File: src/rtl/ifd_pkg.sv
package ifd_pkg;
    // ---------------------------------------------------------------
    // register map (word-aligned byte addresses)
    // ---------------------------------------------------------------
    localparam logic [3:0] ADR_INSTR = 4'h0;
    localparam logic [3:0] ADR_CTRL = 4'h4;
    localparam logic [3:0] ADR_FIELDS = 4'h8;
    localparam logic [3:0] ADR_STATUS = 4'hC;
    // ---------------------------------------------------------------
    // instruction fields
    // ---------------------------------------------------------------
    localparam int IW = 16;
    localparam int FILE_LSB = 0;
    localparam int FILE_W = 8;
    localparam int PER_LSB = 8;
    localparam int PER_W = 5;
    localparam int DEST_BIT = 8;
    localparam int TBL_INC_BIT = 8;
    localparam int TBL_HI_BIT = 9;
    localparam int BITNUM_LSB = 8;
    localparam int BITNUM_W = 3;
    localparam int LIT8_W = 8;
    localparam int LIT11_W = 11;
    localparam int GLOBAL_IRQ_DISABLE_BIT = 4;
    localparam int Q_PHASES = 4;
    localparam logic [1:0] Q_LAST = 2'h3;
    localparam logic [7:0] STATUS_RST = 8'hC0;
    // ---------------------------------------------------------------
    // instruction classes and destinations
    // ---------------------------------------------------------------
    typedef enum logic [1:0] {IFD_BYTE, IFD_BIT, IFD_LIT, IFD_CTRL} ifd_class_t;
    typedef enum logic [1:0] {IFD_TO_ACC, IFD_TO_FILE, IFD_TO_BOTH, IFD_TO_NONE} ifd_dest_t;
    typedef struct packed {
        ifd_class_t cls;
        ifd_dest_t dest;
        logic [7:0] file_addr;
        logic [4:0] per_addr;
        logic [2:0] bit_num;
        logic [10:0] literal;
        logic lit_wide;
        logic tbl_op;
        logic tbl_inc;
        logic tbl_hi;
        logic two_cycle;
        logic cond_two;
        logic changes_pc;
        logic reserved;
        logic [5:0] op_index;
    } ifd_dec_t;
endpackage

File: src/rtl/ifd_field_reg.sv
`timescale 1ns/1ps
`default_nettype none
module ifd_field_reg #(
    parameter int W = 8,
    parameter logic [W-1:0] RST = '0
) (
    input wire logic clk_i,
    input wire logic rst_i,
    input wire logic we_i,
    input wire logic [W-1:0] d_i,
    output logic [W-1:0] q_o
);
    always_ff @(posedge clk_i) begin
        if (rst_i) begin
            q_o <= RST;
        end else if (we_i) begin
            q_o <= d_i;
        end
    end
endmodule // ifd_field_reg
`default_nettype wire

File: src/rtl/ifd_decoder.sv
// Overview of operation
// - each instruction is one 16-bit word
// - decode 58 instructions in three groups
// - d=0 to accumulator, d=1 to file
// - file address field is eight bits
// - peripheral address field is five bits
// - i=1 increments table pointer after execution
// - t selects latch low or high byte
// - s=0 file and accumulator, s=1 file
// - bit field selects bit within register
// - literal is eight or eleven bits
// - taken skips, branches, table ops take two cycles
// - instruction cycle is four clock periods
// - global irq disable at status bit four
// - 16-bit table pointer and split latch
// - four phases: decode, read, execute, write
// - taken skip turns fetched word into no-op
`timescale 1ns/1ps
`default_nettype none
module ifd_decoder (
    input wire logic clk_i,
    input wire logic rst_i,
    input wire logic [31:0] wb_adr_i,
    input wire logic [31:0] wb_dat_i,
    output logic [31:0] wb_dat_o,
    input wire logic wb_we_i,
    input wire logic [3:0] wb_sel_i,
    input wire logic wb_cyc_i,
    input wire logic wb_stb_i,
    output logic wb_ack_o,
    input wire logic [15:0] instr_i,
    input wire logic instr_valid_i,
    input wire logic cond_true_i,
    output ifd_pkg::ifd_dec_t dec_o,
    output logic [1:0] q_phase_o,
    output logic cycle_start_o,
    output logic force_nop_o,
    output logic [15:0] table_pointer_o,
    output logic [15:0] table_latch_o,
    output logic global_irq_disable_o
);
    import ifd_pkg::*;

    // ---------------------------------------------------------------
    // phase counter
    // ---------------------------------------------------------------
    logic [1:0] q_cnt;
    always_ff @(posedge clk_i) begin
        if (rst_i) begin
            q_cnt <= '0;
        end else begin
            q_cnt <= q_cnt + 2'h1;
        end
    end
    wire logic q_end = (q_cnt == Q_LAST);

    // ---------------------------------------------------------------
    // combinational decode
    // ---------------------------------------------------------------
    logic [15:0] iw;
    ifd_dec_t next_dec;
    always_comb begin
        next_dec = '0;
        next_dec.cls = IFD_BYTE;
        next_dec.dest = IFD_TO_NONE;
        next_dec.file_addr = iw[FILE_LSB +: FILE_W];
        next_dec.per_addr = iw[PER_LSB +: PER_W];
        next_dec.bit_num = iw[BITNUM_LSB +: BITNUM_W];
        next_dec.literal = {3'h0, iw[7:0]};
        next_dec.tbl_inc = iw[TBL_INC_BIT];
        next_dec.tbl_hi = iw[TBL_HI_BIT];
        next_dec.op_index = 6'h00;
        // whole-word decode into the instruction set
        casez (iw)
            16'b0000_0000_0000_0000: next_dec.op_index = 6'h00; // no-op
            16'b0000_0001_????_????: begin next_dec.dest = IFD_TO_FILE; next_dec.op_index = 6'h01; end
            16'b0000_001?_????_????, 16'b0000_01??_????_????, 16'b0000_1???_????_????,
            16'b0001_00??_????_????, 16'b0001_010?_????_????, 16'b0001_10??_????_????,
            16'b0001_110?_????_????, 16'b0010_00??_????_????: begin
                next_dec.dest = iw[DEST_BIT] ? IFD_TO_FILE : IFD_TO_ACC;
                next_dec.op_index = {1'b0, iw[13:9]};
            end
            16'b0001_011?_????_????, 16'b0001_111?_????_????, 16'b0010_01??_????_????: begin
                next_dec.dest = iw[DEST_BIT] ? IFD_TO_FILE : IFD_TO_ACC;
                next_dec.cond_two = 1'b1;
                next_dec.op_index = {1'b0, iw[13:9]};
            end
            16'b0010_1???_????_????: begin
                next_dec.dest = iw[DEST_BIT] ? IFD_TO_FILE : IFD_TO_BOTH;
                next_dec.op_index = {1'b0, iw[13:9]};
            end
            16'b0011_00??_????_????: begin
                next_dec.cond_two = (iw[9:8] != 2'h3);
                next_dec.reserved = (iw[9:8] == 2'h3);
                next_dec.op_index = 6'h20;
            end
            16'b0011_0100_????_????: next_dec.op_index = 6'h21;
            16'b01??_????_????_????: begin
                next_dec.dest = IFD_TO_FILE;
                next_dec.op_index = iw[13] ? 6'h23 : 6'h22;
            end
            16'b10??_????_????_????: begin
                next_dec.cls = IFD_BIT;
                next_dec.bit_num = iw[10:8];
                next_dec.cond_two = iw[13] ^ iw[12] ? 1'b0 : 1'b1;
                next_dec.tbl_op = (iw[13:11] == 3'h5) || (iw[13:12] == 2'h2 && iw[11]);
                next_dec.two_cycle = next_dec.tbl_op;
                if (next_dec.tbl_op) begin
                    next_dec.cls = IFD_BYTE;
                    next_dec.cond_two = 1'b0;
                end
                next_dec.op_index = {3'h3, iw[13:11]};
            end
            16'b110?_????_????_????, 16'b111?_????_????_????: begin
                next_dec.cls = IFD_CTRL;
                next_dec.literal = iw[10:0];
                next_dec.lit_wide = 1'b1;
                next_dec.changes_pc = 1'b1;
                next_dec.two_cycle = 1'b1;
                next_dec.op_index = iw[13] ? 6'h2D : 6'h2C;
            end
            16'b1011_????_????_????: begin
                next_dec.cls = IFD_LIT;
                next_dec.op_index = {2'h3, iw[11:8]};
            end
            default: next_dec.reserved = 1'b1; // undefined, run as no-op
        endcase
        if (next_dec.reserved) begin
            next_dec.dest = IFD_TO_NONE;
        end
    end

    // ---------------------------------------------------------------
    // fetch, flush and cycle sequencing
    // ---------------------------------------------------------------
    ifd_dec_t dec;
    logic flush;
    always_ff @(posedge clk_i) begin
        if (rst_i) begin
            iw <= '0;
            dec <= '0;
            flush <= 1'b0;
        end else if (q_end) begin
            iw <= instr_valid_i ? instr_i : 16'h0000;
            dec <= next_dec;
            // stale prefetch never executes after a branch or taken skip
            flush <= (dec.two_cycle || (dec.cond_two && cond_true_i)) && !flush;
        end
    end

    // ---------------------------------------------------------------
    // table pointer, latch and cpu status
    // ---------------------------------------------------------------
    logic [15:0] tptr;
    logic [15:0] tlat;
    logic [7:0] cpu_status_reg;
    // only the low nibble decodes; anything above it is unmapped and must not alias
    wire logic adr_hit = (wb_adr_i[31:4] == 28'h0000000);
    wire logic bus_wr = wb_cyc_i && wb_stb_i && wb_we_i && !wb_ack_o && adr_hit;
    wire logic ctl_wr = bus_wr && (wb_adr_i[3:0] == ADR_CTRL);
    wire logic tbl_done = q_end && dec.tbl_op && !flush;
    always_ff @(posedge clk_i) begin
        if (rst_i) begin
            tptr <= '0;
        end else if (ctl_wr && wb_sel_i[1:0] == 2'h3) begin
            tptr <= wb_dat_i[15:0];
        end else if (tbl_done && dec.tbl_inc) begin
            tptr <= tptr + 16'h0001;
        end
    end
    always_ff @(posedge clk_i) begin
        if (rst_i) begin
            tlat <= '0;
        end else if (ctl_wr && wb_sel_i[3]) begin
            tlat[15:8] <= wb_dat_i[31:24];
        end else if (ctl_wr && wb_sel_i[2]) begin
            tlat[7:0] <= wb_dat_i[23:16];
        end else if (tbl_done) begin
            if (dec.tbl_hi) begin
                tlat[15:8] <= dec.file_addr;
            end else begin
                tlat[7:0] <= dec.file_addr;
            end
        end
    end
    ifd_field_reg #(.W(8), .RST(STATUS_RST)) u_status (
        .clk_i(clk_i),
        .rst_i(rst_i),
        .we_i(bus_wr && wb_adr_i[3:0] == ADR_STATUS && wb_sel_i[0]),
        .d_i(wb_dat_i[7:0]),
        .q_o(cpu_status_reg)
    );

    // ---------------------------------------------------------------
    // wishbone slave, one wait-free ack
    // ---------------------------------------------------------------
    always_ff @(posedge clk_i) begin
        if (rst_i) begin
            wb_ack_o <= 1'b0;
        end else begin
            wb_ack_o <= wb_cyc_i && wb_stb_i && !wb_ack_o;
        end
    end
    always_ff @(posedge clk_i) begin
        if (rst_i) begin
            wb_dat_o <= '0;
        end else if (wb_cyc_i && wb_stb_i && !wb_ack_o && !adr_hit) begin
            wb_dat_o <= '0;
        end else if (wb_cyc_i && wb_stb_i && !wb_ack_o) begin
            case (wb_adr_i[3:0])
                ADR_INSTR: wb_dat_o <= {16'h0000, iw};
                ADR_CTRL: wb_dat_o <= {tlat, tptr};
                ADR_FIELDS: wb_dat_o <= {dec.op_index, 5'h00, dec.reserved, flush, dec.literal, dec.file_addr};
                ADR_STATUS: wb_dat_o <= {22'h0, q_cnt, cpu_status_reg};
                default: wb_dat_o <= '0;
            endcase
        end
    end

    // ---------------------------------------------------------------
    // outputs
    // ---------------------------------------------------------------
    assign dec_o = dec;
    assign q_phase_o = q_cnt;
    assign cycle_start_o = (q_cnt == 2'h0);
    assign force_nop_o = flush || dec.reserved;
    assign table_pointer_o = tptr;
    assign table_latch_o = tlat;
    assign global_irq_disable_o = cpu_status_reg[GLOBAL_IRQ_DISABLE_BIT];
endmodule // ifd_decoder
`default_nettype wire

File: config.mk
export PLATFORM = sky130hd
export DESIGN_NAME = ifd_decoder
export DESIGN_NICKNAME = d
export VERILOG_FILES = /design/src/rtl/ifd_pkg.sv /design/src/rtl/ifd_field_reg.sv /design/src/rtl/ifd_decoder.sv
export SDC_FILE = /design/constraint.sdc
export NUM_CORES = 1
export LEC_CHECK = 0
export BUFFER_PORTS_ARGS = -buffer_cell sky130_fd_sc_hd__buf_2
export CAP_MARGIN = 10
export CORE_ASPECT_RATIO = 1.5
export CORE_MARGIN = 10
export CORE_UTILIZATION = 51
export CTS_CLUSTER_DIAMETER = 100
export DETAILED_ROUTE_END_ITERATION = 10
export GPL_TIMING_DRIVEN = 0
export HOLD_SLACK_MARGIN = 0.08
export PLACE_DENSITY = 0.78
export SLEW_MARGIN = 15
export SYNTH_ARGS = -nofsm -noshare
export SYNTH_HDL_FRONTEND = slang
export SYNTH_HIERARCHICAL = 1
export SYNTH_SLANG_ARGS = --single-unit
File: constraint.sdc
create_clock -name clk_i -period 2.6 [get_ports clk_i]
set_clock_uncertainty 0.2 [all_clocks]
set_input_delay 0.26 -clock clk_i [delete_from_list [all_inputs] [get_ports clk_i]]
set_output_delay 0.26 -clock clk_i [all_outputs]
set_load 0.05 [all_outputs]
# After elaboration in Yosys (flattened, before gate mapping)
# Cells that the tools add are included.
dict set report totals {
  wordCells 126
  inputBits 91
  register_bits 137
}
dict set report classes {
  addsub 2
  muxes 27
  reduce_logical 41
  n_bitwise 2
  n_eq_ne 30
}
# operator n
set ops {}
lappend ops {{32-bit case mux with 4 select lines} 1}
lappend ops {{16-bit 2-to-1 mux} 4}
lappend ops {{6-bit case mux with 7 select lines} 1}
lappend ops {{8-bit 2-to-1 mux} 5}
lappend ops {{7-bit by 4-bit equality test with 1-bit output, second input constant} 4}
lappend ops {{28-bit logical NOT} 1}
lappend ops {{19-bit OR reduction} 1}
lappend ops {{6-bit by 4-bit equality test with 1-bit output, second input constant} 3}
lappend ops {{1-bit logical AND} 18}
lappend ops {{16-bit by 1-bit adder with 16-bit output, second input constant} 1}
lappend ops {{16-bit logical NOT} 1}
lappend ops {{6-bit by 3-bit equality test with 1-bit output, second input constant} 2}
lappend ops {{12-bit 2-to-1 mux} 1}
lappend ops {{12-bit OR reduction} 1}
lappend ops {{11-bit OR reduction} 1}
lappend ops {{2-bit equality test, second input constant} 5}
lappend ops {{3-bit equality test, second input constant} 3}
lappend ops {{4-bit equality test, second input constant} 2}
lappend ops {{8-bit by 1-bit equality test with 1-bit output, second input constant} 1}
lappend ops {{8-bit by 6-bit equality test with 1-bit output, second input constant} 1}
lappend ops {{1-bit 2-to-1 mux} 8}
lappend ops {{2-bit nonzero test} 4}
lappend ops {{7-bit by 1-bit equality test with 1-bit output, second input constant} 1}
lappend ops {{6-bit by 1-bit equality test with 1-bit output, second input constant} 1}
lappend ops {{other kinds (21)} 31}

# Depth between registers and ports, before layout
# Gate-level depths: netlist of run 1.
dict set report logic_depth {
  ltp_word 8
  depth_mapped 8
  depth_no_buf 7
}

# By module
# The synthesis of run 1 kept the hierarchy.
# module n_inst seq_area_each_um2 cells_per_inst area_per_inst_um2
set modules_own_cells {}
lappend modules_own_cells {ifd_decoder 1 2302.2 711 5745.5}
lappend modules_own_cells {ifd_field_reg 1 160.2 26 292.8}

# Least setup slack after synthesis of run 1
# Ideal clock, no wire load.
dict set report synth_timing {
  path_type {register to register}
  start {register q_cnt[0], in the netlist q_phase_o[0]}
  end {register tptr[13], in the netlist table_pointer_o[13]}
  setup_ns 0.086
  arrival_ns 2.397
  required_ns 2.314
  path_slack_ns -0.082
  path_stages_with_launch 8
  cell_sequence {dfxtp_1 ha_1 clkbuf_1 nand4b_1 nor3_1 nand4_1 xor2_1 a211oi_1}
}
dict set report synth_between {
  elab_chain_cells 5
}
# item line_no
set synth_lines {}
lappend synth_lines {{from (decl)} ifd_decoder.sv:47} ;# logic [1:0] q_cnt;
lappend synth_lines {{from (signal assigned)} ifd_decoder.sv:52} ;# q_cnt <= q_cnt + 2'h1;
lappend synth_lines {{2-bit equality test} ifd_decoder.sv:55} ;# wire logic q_end = (q_cnt == Q_LAST);
lappend synth_lines {{1-bit logical AND (2 in a row)} ifd_decoder.sv:161} ;# wire logic tbl_done = q_end && dec.tbl_op && !flush;
lappend synth_lines {{1-bit logical AND} ifd_decoder.sv:167} ;# end else if (tbl_done && dec.tbl_inc) begin
lappend synth_lines {{2-bit nonzero test (no source line)} n/a}
lappend synth_lines {{to (signal assigned)} ifd_decoder.sv:166} ;# tptr <= wb_dat_i[15:0];
lappend synth_lines {{to (signal assigned)} ifd_decoder.sv:168} ;# tptr <= tptr + 16'h0001;
lappend synth_lines {{to (decl)} ifd_decoder.sv:154} ;# logic [15:0] tptr;
# No other way between the ends.
# A chain may end at the register's enable or synchronous reset.

# Worst setup path in the final report of run 1
dict set report layout_timing {
  start {register iw[12]}
  end {register dec (netlist bit dec_o[1])}
}
dict set report layout_between {
  elab_chain_cells 3
  word_cells_on_any_way 17
  classes_between {15 x eq/ne; 1 x mux; 1 x reduce/logical}
}
# item line_no
set layout_lines {}
lappend layout_lines {{from (decl)} ifd_decoder.sv:60} ;# logic [15:0] iw;
lappend layout_lines {{from (signal assigned)} ifd_decoder.sv:144} ;# iw <= instr_valid_i ? instr_i : 16'h0000;
lappend layout_lines {{7-bit by 4-bit equality test with 1-bit output (tied with other cells)} ifd_decoder.sv:74} ;# casez (iw)
lappend layout_lines {{12-bit OR reduction (no source line)} n/a}
lappend layout_lines {{6-bit case mux with 7 select lines (*)} ifd_decoder.sv:74}
lappend layout_lines {{to (signal assigned)} ifd_decoder.sv:145} ;# dec <= next_dec;
lappend layout_lines {{to (decl)} ifd_decoder.sv:136} ;# ifd_dec_t dec;
# Mark *: on every way between the ends. The rest lies on a longest branch, timed or not.

==> results of run 1 <==
## state kept, by name (all words and copies together) (netlist names)
name,cells
q_phase_o,2
table_pointer_o,16
iw,16
table_latch_o,16
wb_dat_o,32
u_status/q_o,8
dec_o,31
flush,1
wb_ack_o,1
## worst paths after layout
kind | endpoint | slack, ns | cells past startpoint
worst max-delay path | dec_o[1]$_SDFFE_PP0N_ | 0.10 | 6
worst min-delay path | table_latch_o[10]$_SDFFE_PP0P_ | 0.11 | 3
worst max register to register | dec_o[1]$_SDFFE_PP0N_ | 0.10 | 6
worst min register to register | wb_dat_o[23]$_SDFFE_PP0P_ | 0.25 | 2
## cell usage in the layout, fill, tap and decap left out, types with 21 or more instances in the layout
| master | n |
|---|---|
| a21oi_1 | 60 |
| a22oi_1 | 21 |
| buf_2 | 204 |
| clkbuf_1 | 40 |
| dfxtp_1 | 122 |
| dlygate4sd3_1 | 48 |
| mux2i_1 | 21 |
| nand2_1 | 77 |
| nand3_1 | 22 |
| nor2_1 | 107 |
| o21ai_0 | 25 |
## power by group through the flow
stage	sequential, mW	clock [mW]	combinational, mW
3_3_place_gp	1.96	0	0.338
5_1_grt	1.92	2.45	0.441
6_report	1.92	2.36	0.406
2_1_floorplan	1.98	0	0.161
3_5_place_dp	1.96	0	0.341
4_1_cts	1.92	2.37	0.398
## logic make-up after synthesis
| logic type | after synthesis | share of synthesized area (%) |
|---|---|---|
| multiplexers | 21 | 3.481 |
| buffers and inverters | 86 | 7.232 |
| AO/OA/AOI/OAI | 178 | 19.27 |
| adder cells (fa/ha/maj) | 7 | 1.450 |
| AND/OR/NAND/NOR | 307 | 25.61 |
| XOR/XNOR | 15 | 2.176 |
| flip-flops | 123 | 40.78 |
## what timing repair did
action / 4_1_cts / 5_1_grt
hold buffers: 48 / 0
endpoints found under the setup margin: 9 / 27
pin swaps: 0 / 2
gates resized for setup: 2 / 6
endpoints found under the hold margin: 56 / 0
buffers inserted: 0 / 4
## routing by layer
| layer | share of wire (%) | routed length, µm | vias up |
|---|---|---|---|
| met5 | 0 | 0 | - |
| met4 | 4.0 | 919 | 0 |
| met3 | 9.0 | 2078 | 67 |
| met2 | 51 | 11690 | 390 |
| met1 | 37 | 8449 | 3124 |
| li1 | - | - | 3160 |
## cell type report
type	instances	area (µm²)
Fill cell	958	3161
Timing Repair Buffer	256	1531
Multi-Input combinational cell	528	3163
Inverter	18	67.56
Buffer	67	367.9
Tap cell	150	187.7
Clock buffer	17	425.4
Sequential cell	123	2464
Clock inverter	15	163.9
## through the flow
| step | std cells | hold slack, ns | setup WS (ns) | area [µm²] | power (mW) |
|---|---|---|---|---|---|
| after floorplan | 737 | 0.1823 | 0.05016 | 6045 | 2.144 |
| after global placement | 1091 | 0.2365 | -0.2426 | 7253 | 2.295 |
| after detailed placement | 1091 | 0.2439 | -0.2650 | 7253 | 2.298 |
| after CTS | 1171 | 0.1112 | 0.03819 | 8334 | 4.681 |
| after global routing | 1174 | 0.1043 | -0.05478 | 8371 | 4.811 |
| final | 1174 | 0.1123 | 0.1016 | 8371 | 4.683 |
## critical path, cell delays in order, from the launching register on
cell,delay (ns)
dfxtp_1,0.49
inv_1,0.19
ha_1,0.27
nor3b_2,0.19
a2111oi_1,0.55
a21oi_1,0.23
a32o_1,0.26
==> summary.md, run 1 <==
| Metric | Value |
|---|---|
| Status | complete, no violations |
| Worst slew margin | 26.51% |
| 1st-pass router iterations | 6 |
| Worst Hold Class | input pin to register |
| Critical path startpoint category | register |
| Share of layout cells above drive strength 1 | 28.03% |
| Avg Cell Area, Syn | 8.193 µm² |
| Vias per cell | around 5.7 |
| I/O pin total | around 210 |
| Remaining Overflow, GRT | 0 |
| H-tree depth | 4 |
| Crit path capture type | register |
| Total GRT Usage | 27.17% |
| CP Class | register to register |
| Largest net degree at the start of global routing | 17 |
| Die width | 108.8 µm |
| Clock Tree Buf Depth | 2 |
| Synth Warn # | 6 |
| Height of the die | ~150 µm |
| Vias in the first global route | between 6k and 7k |
| Endpoints failing setup | 0 |
| Async SR Flop Fraction | 0% |
| Core area | 11530 µm² |
| Critical path startpoint | iw[12]$_SDFFE_PP0N_ |
| Synthesized instance count | between 700 and 800 |
| Clk pwr share | 50.4% |
| CTS sink count | about 120 |
| Worst Tran Pin Value | 1.092 ns |
| Critical Path RT | approximately 2.7 ns |
| Fmax achieved | 400.3 MHz |
| TritonCTS clock tree | built |
| Starting Density | 52.37% |
| Seq/Total Area, Yosys | 40.78% |
| Max FO, Critical Path | 7 |
| Pint | 3.493 mW |
| First-pass GRT wire length | 36150 µm |
| Final hold violation count | 0 |
| RR Startpoint | iw[12]$_SDFFE_PP0N_ |
| Post-Syn Nets | 835 |
| # DRC | 0 |
| Die area | 16680 µm² |
| Placer Congestion | ~0.96 |
| Max-slew violations | 0 |
| Combinational power share | 8.7% |
| Total number of vias | 6741 |
| Seq pwr share | roughly two fifths |
| Area contributors post-synth | dfxtp_1 (41%), nor2_1 (6.7%), a21oi_1 (5.0%), nand2_1 (4.8%), mux2i_1 (3.5%) |
| Port bufs | between 200 and 250 |
| Worst skew pair latency | 0.42 ns |
| Most frequent cell after synthesis | dfxtp_1 |
| Root Driver | clkbuf_16 |
| Clk pin slew, worst setup/hold paths | roughly 0.06 ns |
| Grt met3 use | 6.524% |
| Tcrit/Tclk final | 96.09% |
| Post-DR wirelength/cell | ~20 µm |
| Switching power | 1.191 mW |
| Max_cap viols | 0 |
| Antenna violations before repair | 0 |
| Max VDD drop | 0.0004923 V |
| Synth area leader | dfxtp_1 |
| Core Util, Final | between 70% and 80% |
| Switching share of power | ~25% |
| Synthesis-stage register bit count | 123 |
| PwrDens | approximately 560 nW/µm² |
| Hold_sp | wb_dat_i[26] |
| Met1 Track Usage GR | 30.11% |
| Unique masters post-synth | 62 |
| Yosys top cell area share | 40.78% |
| # diodes | 0 |
| HPWL Detailed | between 15000 and 20000 µm |
| Mapped Area | 6038 µm² |
| Inserted Clock Buffers | 17 |
| P_leak | 3.498 nW |
| CP arrival | approximately 2.6 ns |
| DR iter-0 viols | 562 |
| GR peak layer | met2 |
| Most frequent cells after synthesis | dfxtp_1 (123), nor2_1 (107), nand2_1 (77), a21oi_1 (60), clkbuf_1 (43) |
| Syn-to-layout area delta | 38.62% |
| NumNets Final | 1109 |
| ANT nets after route | 0 |
| Number of cell rows | 48 |
| M2 GR Usage | 47.46% |
| Setup TNS | 0 ns |
| Number of enable flip-flop cells after synthesis | 0 |
| Final WL | about 23000 µm |
| Final Critical Period | 2.498 ns |
| Primary FF master, synth | dfxtp_1 |
Power figures use the tool's default switching activity.
==> run 2, diff against run 1 <==
- REMOVE_ABC_BUFFERS: unset -> 1
==> run 2 against run 1 <==
Clock power up 5%. Fmax up 0.41%. Count of clock-buffer cells in the layout up 3. Via count down 3.9%. Critical path type unchanged. Critical endpoint is now dec_o[0]$_SDFFE_PP0N_. Highest routed layer unchanged.
==> summary.md, run 2 (synthesized netlist as in run 1, its figures left out) <==
| Metric | Value |
|---|---|
| Worst slew margin | 30.49% |
| CP arrival | 2.59 ns |
| Worst Hold Class | input pin to register |
| Syn-to-layout area delta | 37.03% |
| Post-route insts no fill | 1121 |
| HPWL Detailed | 15260 µm |
| Final WL | 21940 µm |
| Max-slew violations | 0 |
| Remaining Overflow, GRT | 0 |
| P_leak | 3.438 nW |
| ANT nets after route | 0 |
| # DRC | 0 |
| Port bufs | 205 |
| Clk pin slew, worst setup/hold paths | 0.06 ns |
| Total GRT Usage | 25.57% |
| Slowest cell on crit path | a2111oi_1 |
| Fmax achieved | 401.9 MHz |
| Tcrit/Tclk final | a little over nine tenths |
| CTS sink count | 123 |
| Starting Density | approximately 52% |
| Final WS setup | 0.1118 ns |
| Max FO, Critical Path | 9 |
| RSZ-0062 raised after global routing | no |
| Inserted Clock Buffers | 17 |
| PwrDens | roughly 580 nW/µm² |
| I/O pin total | 206 |
| Height of the die | 153.3 µm |
| Pwr Total | 4.794 mW |
| Placer Congestion | about 0.87 |
| Critical Path, Cell by Cell | inv_1 > ha_1 > nor3b_2 > a2111oi_1 > a21oi_1 > a22o_1 |
| Share of layout cells above drive strength 1 | approximately 30% |
| Endpoints failing setup | 0 |
| Most flops, register | wb_dat_o |
| # diodes | 0 |
| Largest net degree at the start of global routing | 74 |
| Hold WS | roughly 0.087 ns |
| Post-DR wirelength/cell | about 20 µm |
| Final Critical Period | 2.488 ns |
| DR iter-0 viols | around 570 |
| Critical path startpoint category | register |
| Total number of vias | 6477 |
| Commonest non-fill, non-tap cell in the layout | buf_2 |
| Worst setup path end | dec_o[0]$_SDFFE_PP0N_ |
| NumNets Final | roughly 1.1k |
| Crit path capture type | register |
| Number of cell rows | 48 |
| Die width | 108.8 µm |
| Vias in the first global route | roughly 6.4k |
| Final hold violation count | 0 |
| Vias per cell | just under 6 |
| Critical path startpoint | iw[13]$_SDFFE_PP0N_ |
| Most frequent cells in the layout | buf_2 (204), dfxtp_1 (120), nor2_1 (107), nand2_1 (77), a21oi_1 (60) |
| Core area | 11530 µm² |
| Register-to-Register Path Depth | 6 |
| TritonCTS clock tree | built |
| Antenna violations before repair | 0 |
| Worst Tran Pin Value | 1.043 ns |
| Max VDD drop | between 0.0004 and 0.0005 V |
| Slowest cell delay on critical path | 0.59 ns |
| RR Startpoint | iw[13]$_SDFFE_PP0N_ |
| CP Class | register to register |
| Critical Path RT | 2.71 ns |
| Die area | 16680 µm² |
| Clock Tree Buf Depth | 2 |
| Worst slack at placement | -0.5463 ns |
| Status | complete, no violations |
| DP Cell Count | 1035 |
| Max_cap viols | 0 |
| H-tree depth | 4 |
| 1st-pass router iterations | 6 |
| First-pass GRT wire length | about 34000 µm |
| Reg2reg end | dec_o[0]$_SDFFE_PP0N_ |
| Max reg flops | 32 |
| Reg2reg setup slack | 0.11 ns |
| Worst skew pair latency | 0.42 ns |
| Root Driver | clkbuf_16 |
## run 2: cell types whose count changed in the layout (fill, tap and decap cells not counted), sizes merged
| cell | delta |
|---|---|
| dlygate4sd3 | +2 |
| clkinv | +1 |
| inv | -4 |
| clkinvlp | -1 |
| bufinv | +1 |
| buf | -11 |
| clkbuf | -41 |
## run 2: critical path, delay by kind of cell (launching register included)
kind                       cells  cell delay [ns]
adders and majority gates      1             0.22
DFF                            1             0.52
AOI/OAI and AO/OA              3             1.08
and+or+nand+nor                1             0.19
buffers and inverters          1             0.16
## run 2: timing repair
item,in CTS,in global routing
setup endpoints to repair,17,54
resized for setup,7,8
setup buffers,0,4
cloned,0,0
hold buffers,50,0
pin swaps,0,3
endpoints found under the hold margin,59,0
## run 2: cell type report
type	instances	area, µm²
clock inverter	12	163.9
multi-input combinational	528	3228
clock buffer	20	456.7
tap	150	187.7
inverter	18	67.56
fill	923	3257
timing repair buffer	270	1704
sequential	123	2466
## run 2: worst min-delay path by stage
stage,startpoint,to,slack [ns],cells past startpoint
2_1_floorplan,rst_i,q_phase_o[0]$_SDFF_PP0_,0.13,1
3_3_place_gp,wb_dat_o[23]$_SDFFE_PP0P_,wb_dat_o[23]$_SDFFE_PP0P_,0.23,2
3_5_place_dp,wb_dat_o[23]$_SDFFE_PP0P_,wb_dat_o[23]$_SDFFE_PP0P_,0.24,2
4_1_cts,wb_dat_i[29],table_latch_o[13]$_SDFFE_PP0P_,0.08,3
5_1_grt,wb_dat_i[29],table_latch_o[13]$_SDFFE_PP0P_,0.1,3
6_report,wb_sel_i[2],table_latch_o[5]$_SDFFE_PP0P_,0.09,5
## run 2: power breakdown
group / internal, mW / switching (mW) / total (mW)
clock network: 1.57 / 0.900 / 2.47
registers: 1.90 / 0.0234 / 1.92
logic: 0.175 / 0.230 / 0.404
## run 2: stage by stage
stage	setup TNS, ns	area [µm²]	util [%]
6_report	0	8274	71.76
3_3_place_gp	-128.94	6883	59.69
2_1_floorplan	-43.41	5669	-
5_1_grt	0	8274	71.76
3_5_place_dp	-8.732	7072	61.33
4_1_cts	0	8222	71.30
## run 2: layer usage
metal  vias up  wire [µm]  GRT usage, %
met2       333      11000         43.17
met1      3009       7798         26.47
met5         -          0             0
li1       3044          -             -
met4         0       1283         16.38
met3        91       1862         7.870
==> run 3, diff against run 2 <==
- ABC_AREA: unset -> 1
- CORE_UTILIZATION: 51 -> 52
==> run 3 against run 2 <==
Critical path depth up 5. Sequential power about the same. Worst setup slack better by 0.030 ns. Largest cell class unchanged.
==> summary.md, run 3 <==
| Metric | Value |
|---|---|
| Most flops, register | wb_dat_o |
| Worst Hold Class | input pin to register |
| Die area | approximately 18000 µm² |
| Final Critical Period | 2.458 ns |
| Hold Path End | u_status/q_o[7]$_SDFFE_PP1P_ |
| I/O pin total | 206 |
| Fill cells | 1055 |
| Commonest non-fill, non-tap cell in the layout | nand2_1 |
| Die width | 112.5 µm |
| Primary FF master, synth | dfxtp_1 |
| H-tree depth | 4 |
| 1st-pass router iterations | 5 |
| NumNets Final | 1360 |
| Syn-to-layout area delta | 34.38% |
| CP Class | register to register |
| Max FO, Critical Path | 50 |
| Most frequent cell after synthesis | nand2_1 |
| CTS sink count | roughly 120 |
| Synthesis-stage register bit count | 123 |
| Critical Path RT | 2.76 ns |
| Clock Tree Buf Depth | 2 |
| HPWL Detailed | ~17000 µm |
| Hold WS | 0.07532 ns |
| Post-DR wirelength/cell | 17.72 µm |
| Synth Warn # | 6 |
| Final WL | 25380 µm |
| Reg2reg setup slack | approximately 0.14 ns |
| Status | complete, no violations |
| Max reg flops | 32 |
| Worst skew pair latency | between 0.4 and 0.5 ns |
| WHS Path Cells | 6 |
| RSZ-0062 raised after global routing | no |
| Synthesized instance count | 1026 |
| Mapped Area | 6675 µm² |
| Total GRT Usage | 26.63% |
| Vias per cell | 5.396 |
| Remaining Overflow, GRT | 0 |
| Worst Tran Pin Value | roughly 0.94 ns |
| Multi-input logic area | 3452 µm² |
| Worst slew margin | 37.52% |
| Yosys top cell area share | 36.89% |
| Register-to-Register Path Depth | 11 |
| Vias in the first global route | between 7k and 8k |
| PwrDens | 557.7 nW/µm² |
| Post-Layout Inst Area | 8970 µm² |
| Avg Cell Area, Syn | 6.506 µm² |
| Inserted Clock Buffers | 17 |
| Height of the die | roughly 160 µm |
| P_leak | approximately 4.3 nW |
| Starting Density | 53.35% |
| Crit path capture type | register |
| Root Driver | clkbuf_16 |
| Fmax achieved | between 400 and 500 MHz |
| Total number of vias | between 7k and 8k |
| Port bufs | 205 |
| Register area | 2462 µm² |
| Number of cell rows | 50 |
| RR Startpoint | q_phase_o[0]$_SDFF_PP0_ |
| Reg2reg end | table_pointer_o[13]$_SDFFE_PP0P_ |
| Critical path startpoint category | register |
| # DRC | 0 |
| First-pass GRT wire length | 39010 µm |
| Most frequent cells in the layout | nand2_1 (239), buf_2 (205), nor2_1 (170), dfxtp_1 (123), inv_1 (113) |
| Share of layout cells above drive strength 1 | 21.57% |
| Core Util, Final | a little under three quarters |
| Clk pin slew, worst setup/hold paths | ~0.060 ns |
| Async SR Flop Fraction | 0% |
| Area contributors post-synth | dfxtp_1 (37%), nand2_1 (13%), nor2_1 (9.7%), nand3_1 (7.1%), inv_1 (6.5%) |
| Synth area leader | dfxtp_1 |
| Max VDD drop | 0.0004531 V |
| Post-DP Area | ~7600 µm² |
| Number of enable flip-flop cells after synthesis | 0 |
| Endpoints failing setup | 0 |
| DR iter-0 viols | 575 |
| Pwr Total | 5.002 mW |
| Largest net degree at the start of global routing | 54 |
| Max-slew violations | 0 |
| TritonCTS clock tree | built |
| Most frequent cells after synthesis | nand2_1 (239), nor2_1 (172), dfxtp_1 (123), inv_1 (115), nand3_1 (95) |
| Placer Congestion | a little under 0.9 |
| ANT nets after route | 0 |
| Tcrit/Tclk final | 94.54% |
| Core area | 12510 µm² |
| Unique masters post-synth | 42 |
| CP arrival | ~2.6 ns |
| Max_cap viols | 0 |
| Final hold violation count | 0 |
| Seq/Total Area, Yosys | between 30% and 40% |
| Antenna violations before repair | 2 |
| Hold_sp | wb_sel_i[0] |
## run 3: logic make-up (layout without fill, tap and decap cells)
logic type	count (synthesis)	after routing	synth area share (%)
AOI/OAI and AO/OA	155	155	13.05
xor gates and xnor gates	7	7	0.9185
adders and majority gates	7	7	1.312
buffers and inverters	184	432	12.28
DFF	123	123	36.89
other	0	1	0
and+or+nand+nor	550	551	35.56
## run 3: layout make-up
| cell class | instances | share of cell area, % |
|---|---|---|
| flip-flops and latches | 123 | 27.45 |
| inverters | 121 | 5.133 |
| well taps | 156 | 2.176 |
| multi-input cells | 720 | 38.49 |
| clock inverters | 9 | 1.506 |
| repair buffers | 279 | 19.78 |
| clock buffers | 23 | 5.440 |
| diodes | 1 | 0.02790 |
## run 3: worst max path at each step
stage / cells after the start / end / startpoint
global placement: 8 / table_pointer_o[15]$_SDFFE_PP0P_ / q_phase_o[0]$_SDFF_PP0_
finish: 11 / table_pointer_o[13]$_SDFFE_PP0P_ / q_phase_o[0]$_SDFF_PP0_
CTS: 9 / table_pointer_o[15]$_SDFFE_PP0P_ / wb_ack_o$_SDFF_PP0_
floorplan: 5 / dec_o[9]$_SDFFE_PP0N_ / q_phase_o[0]$_SDFF_PP0_
global route: 11 / table_latch_o[1]$_SDFFE_PP0P_ / wb_ack_o$_SDFF_PP0_
detailed placement: 9 / table_pointer_o[6]$_SDFFE_PP0P_ / q_phase_o[0]$_SDFF_PP0_
## run 3: worst max-delay path, stage by stage (launching register included)
cell        delay (ns)
dfxtp_1           0.40
ha_2              0.32
buf_12            0.24
nand3_1           0.18
nor2_4            0.25
clkinvlp_4        0.11
buf_4             0.18
nor3_1            0.19
nor2_1            0.06
nand2_1           0.06
nand2_1           0.06
a21oi_1           0.13
## run 3: where the power goes
| group | internal, mW | switching (mW) | total [mW] |
|---|---|---|---|
| Sequential | 1.91 | 0.0357 | 1.95 |
| Clock | 1.61 | 0.889 | 2.50 |
| Combinational | 0.190 | 0.366 | 0.555 |
## run 3: through the flow
stage / TNS (ns) / std cells / worst slack (ns)
after CTS: 0 / 1430 / 0.1049
final: 0 / 1432 / 0.1419
after global placement: -123.68 / 1324 / -1.642
after global routing: 0 / 1432 / 0.0001199
after detailed placement: -15.91 / 1327 / -0.7282
after floorplan: -49.13 / 963 / -1.027
## run 3: layer usage
| layer | global-route usage (%) | wire length [µm] | up-vias |
|---|---|---|---|
| met5 | 0 | 13 | - |
| met4 | 15.39 | 1345 | 2 |
| met3 | 6.139 | 1905 | 92 |
| met2 | 46.97 | 12740 | 370 |
| met1 | 27.96 | 9368 | 3518 |
| li1 | - | - | 3745 |
## run 3: what timing repair did
item	4_1_cts	5_1_grt
setup buffers	7	0
gates resized for setup	5	4
gates cloned	0	1
setup endpoints to repair	48	19
hold endpoints to repair	57	0
hold buffers	64	0
pin swaps	2	1
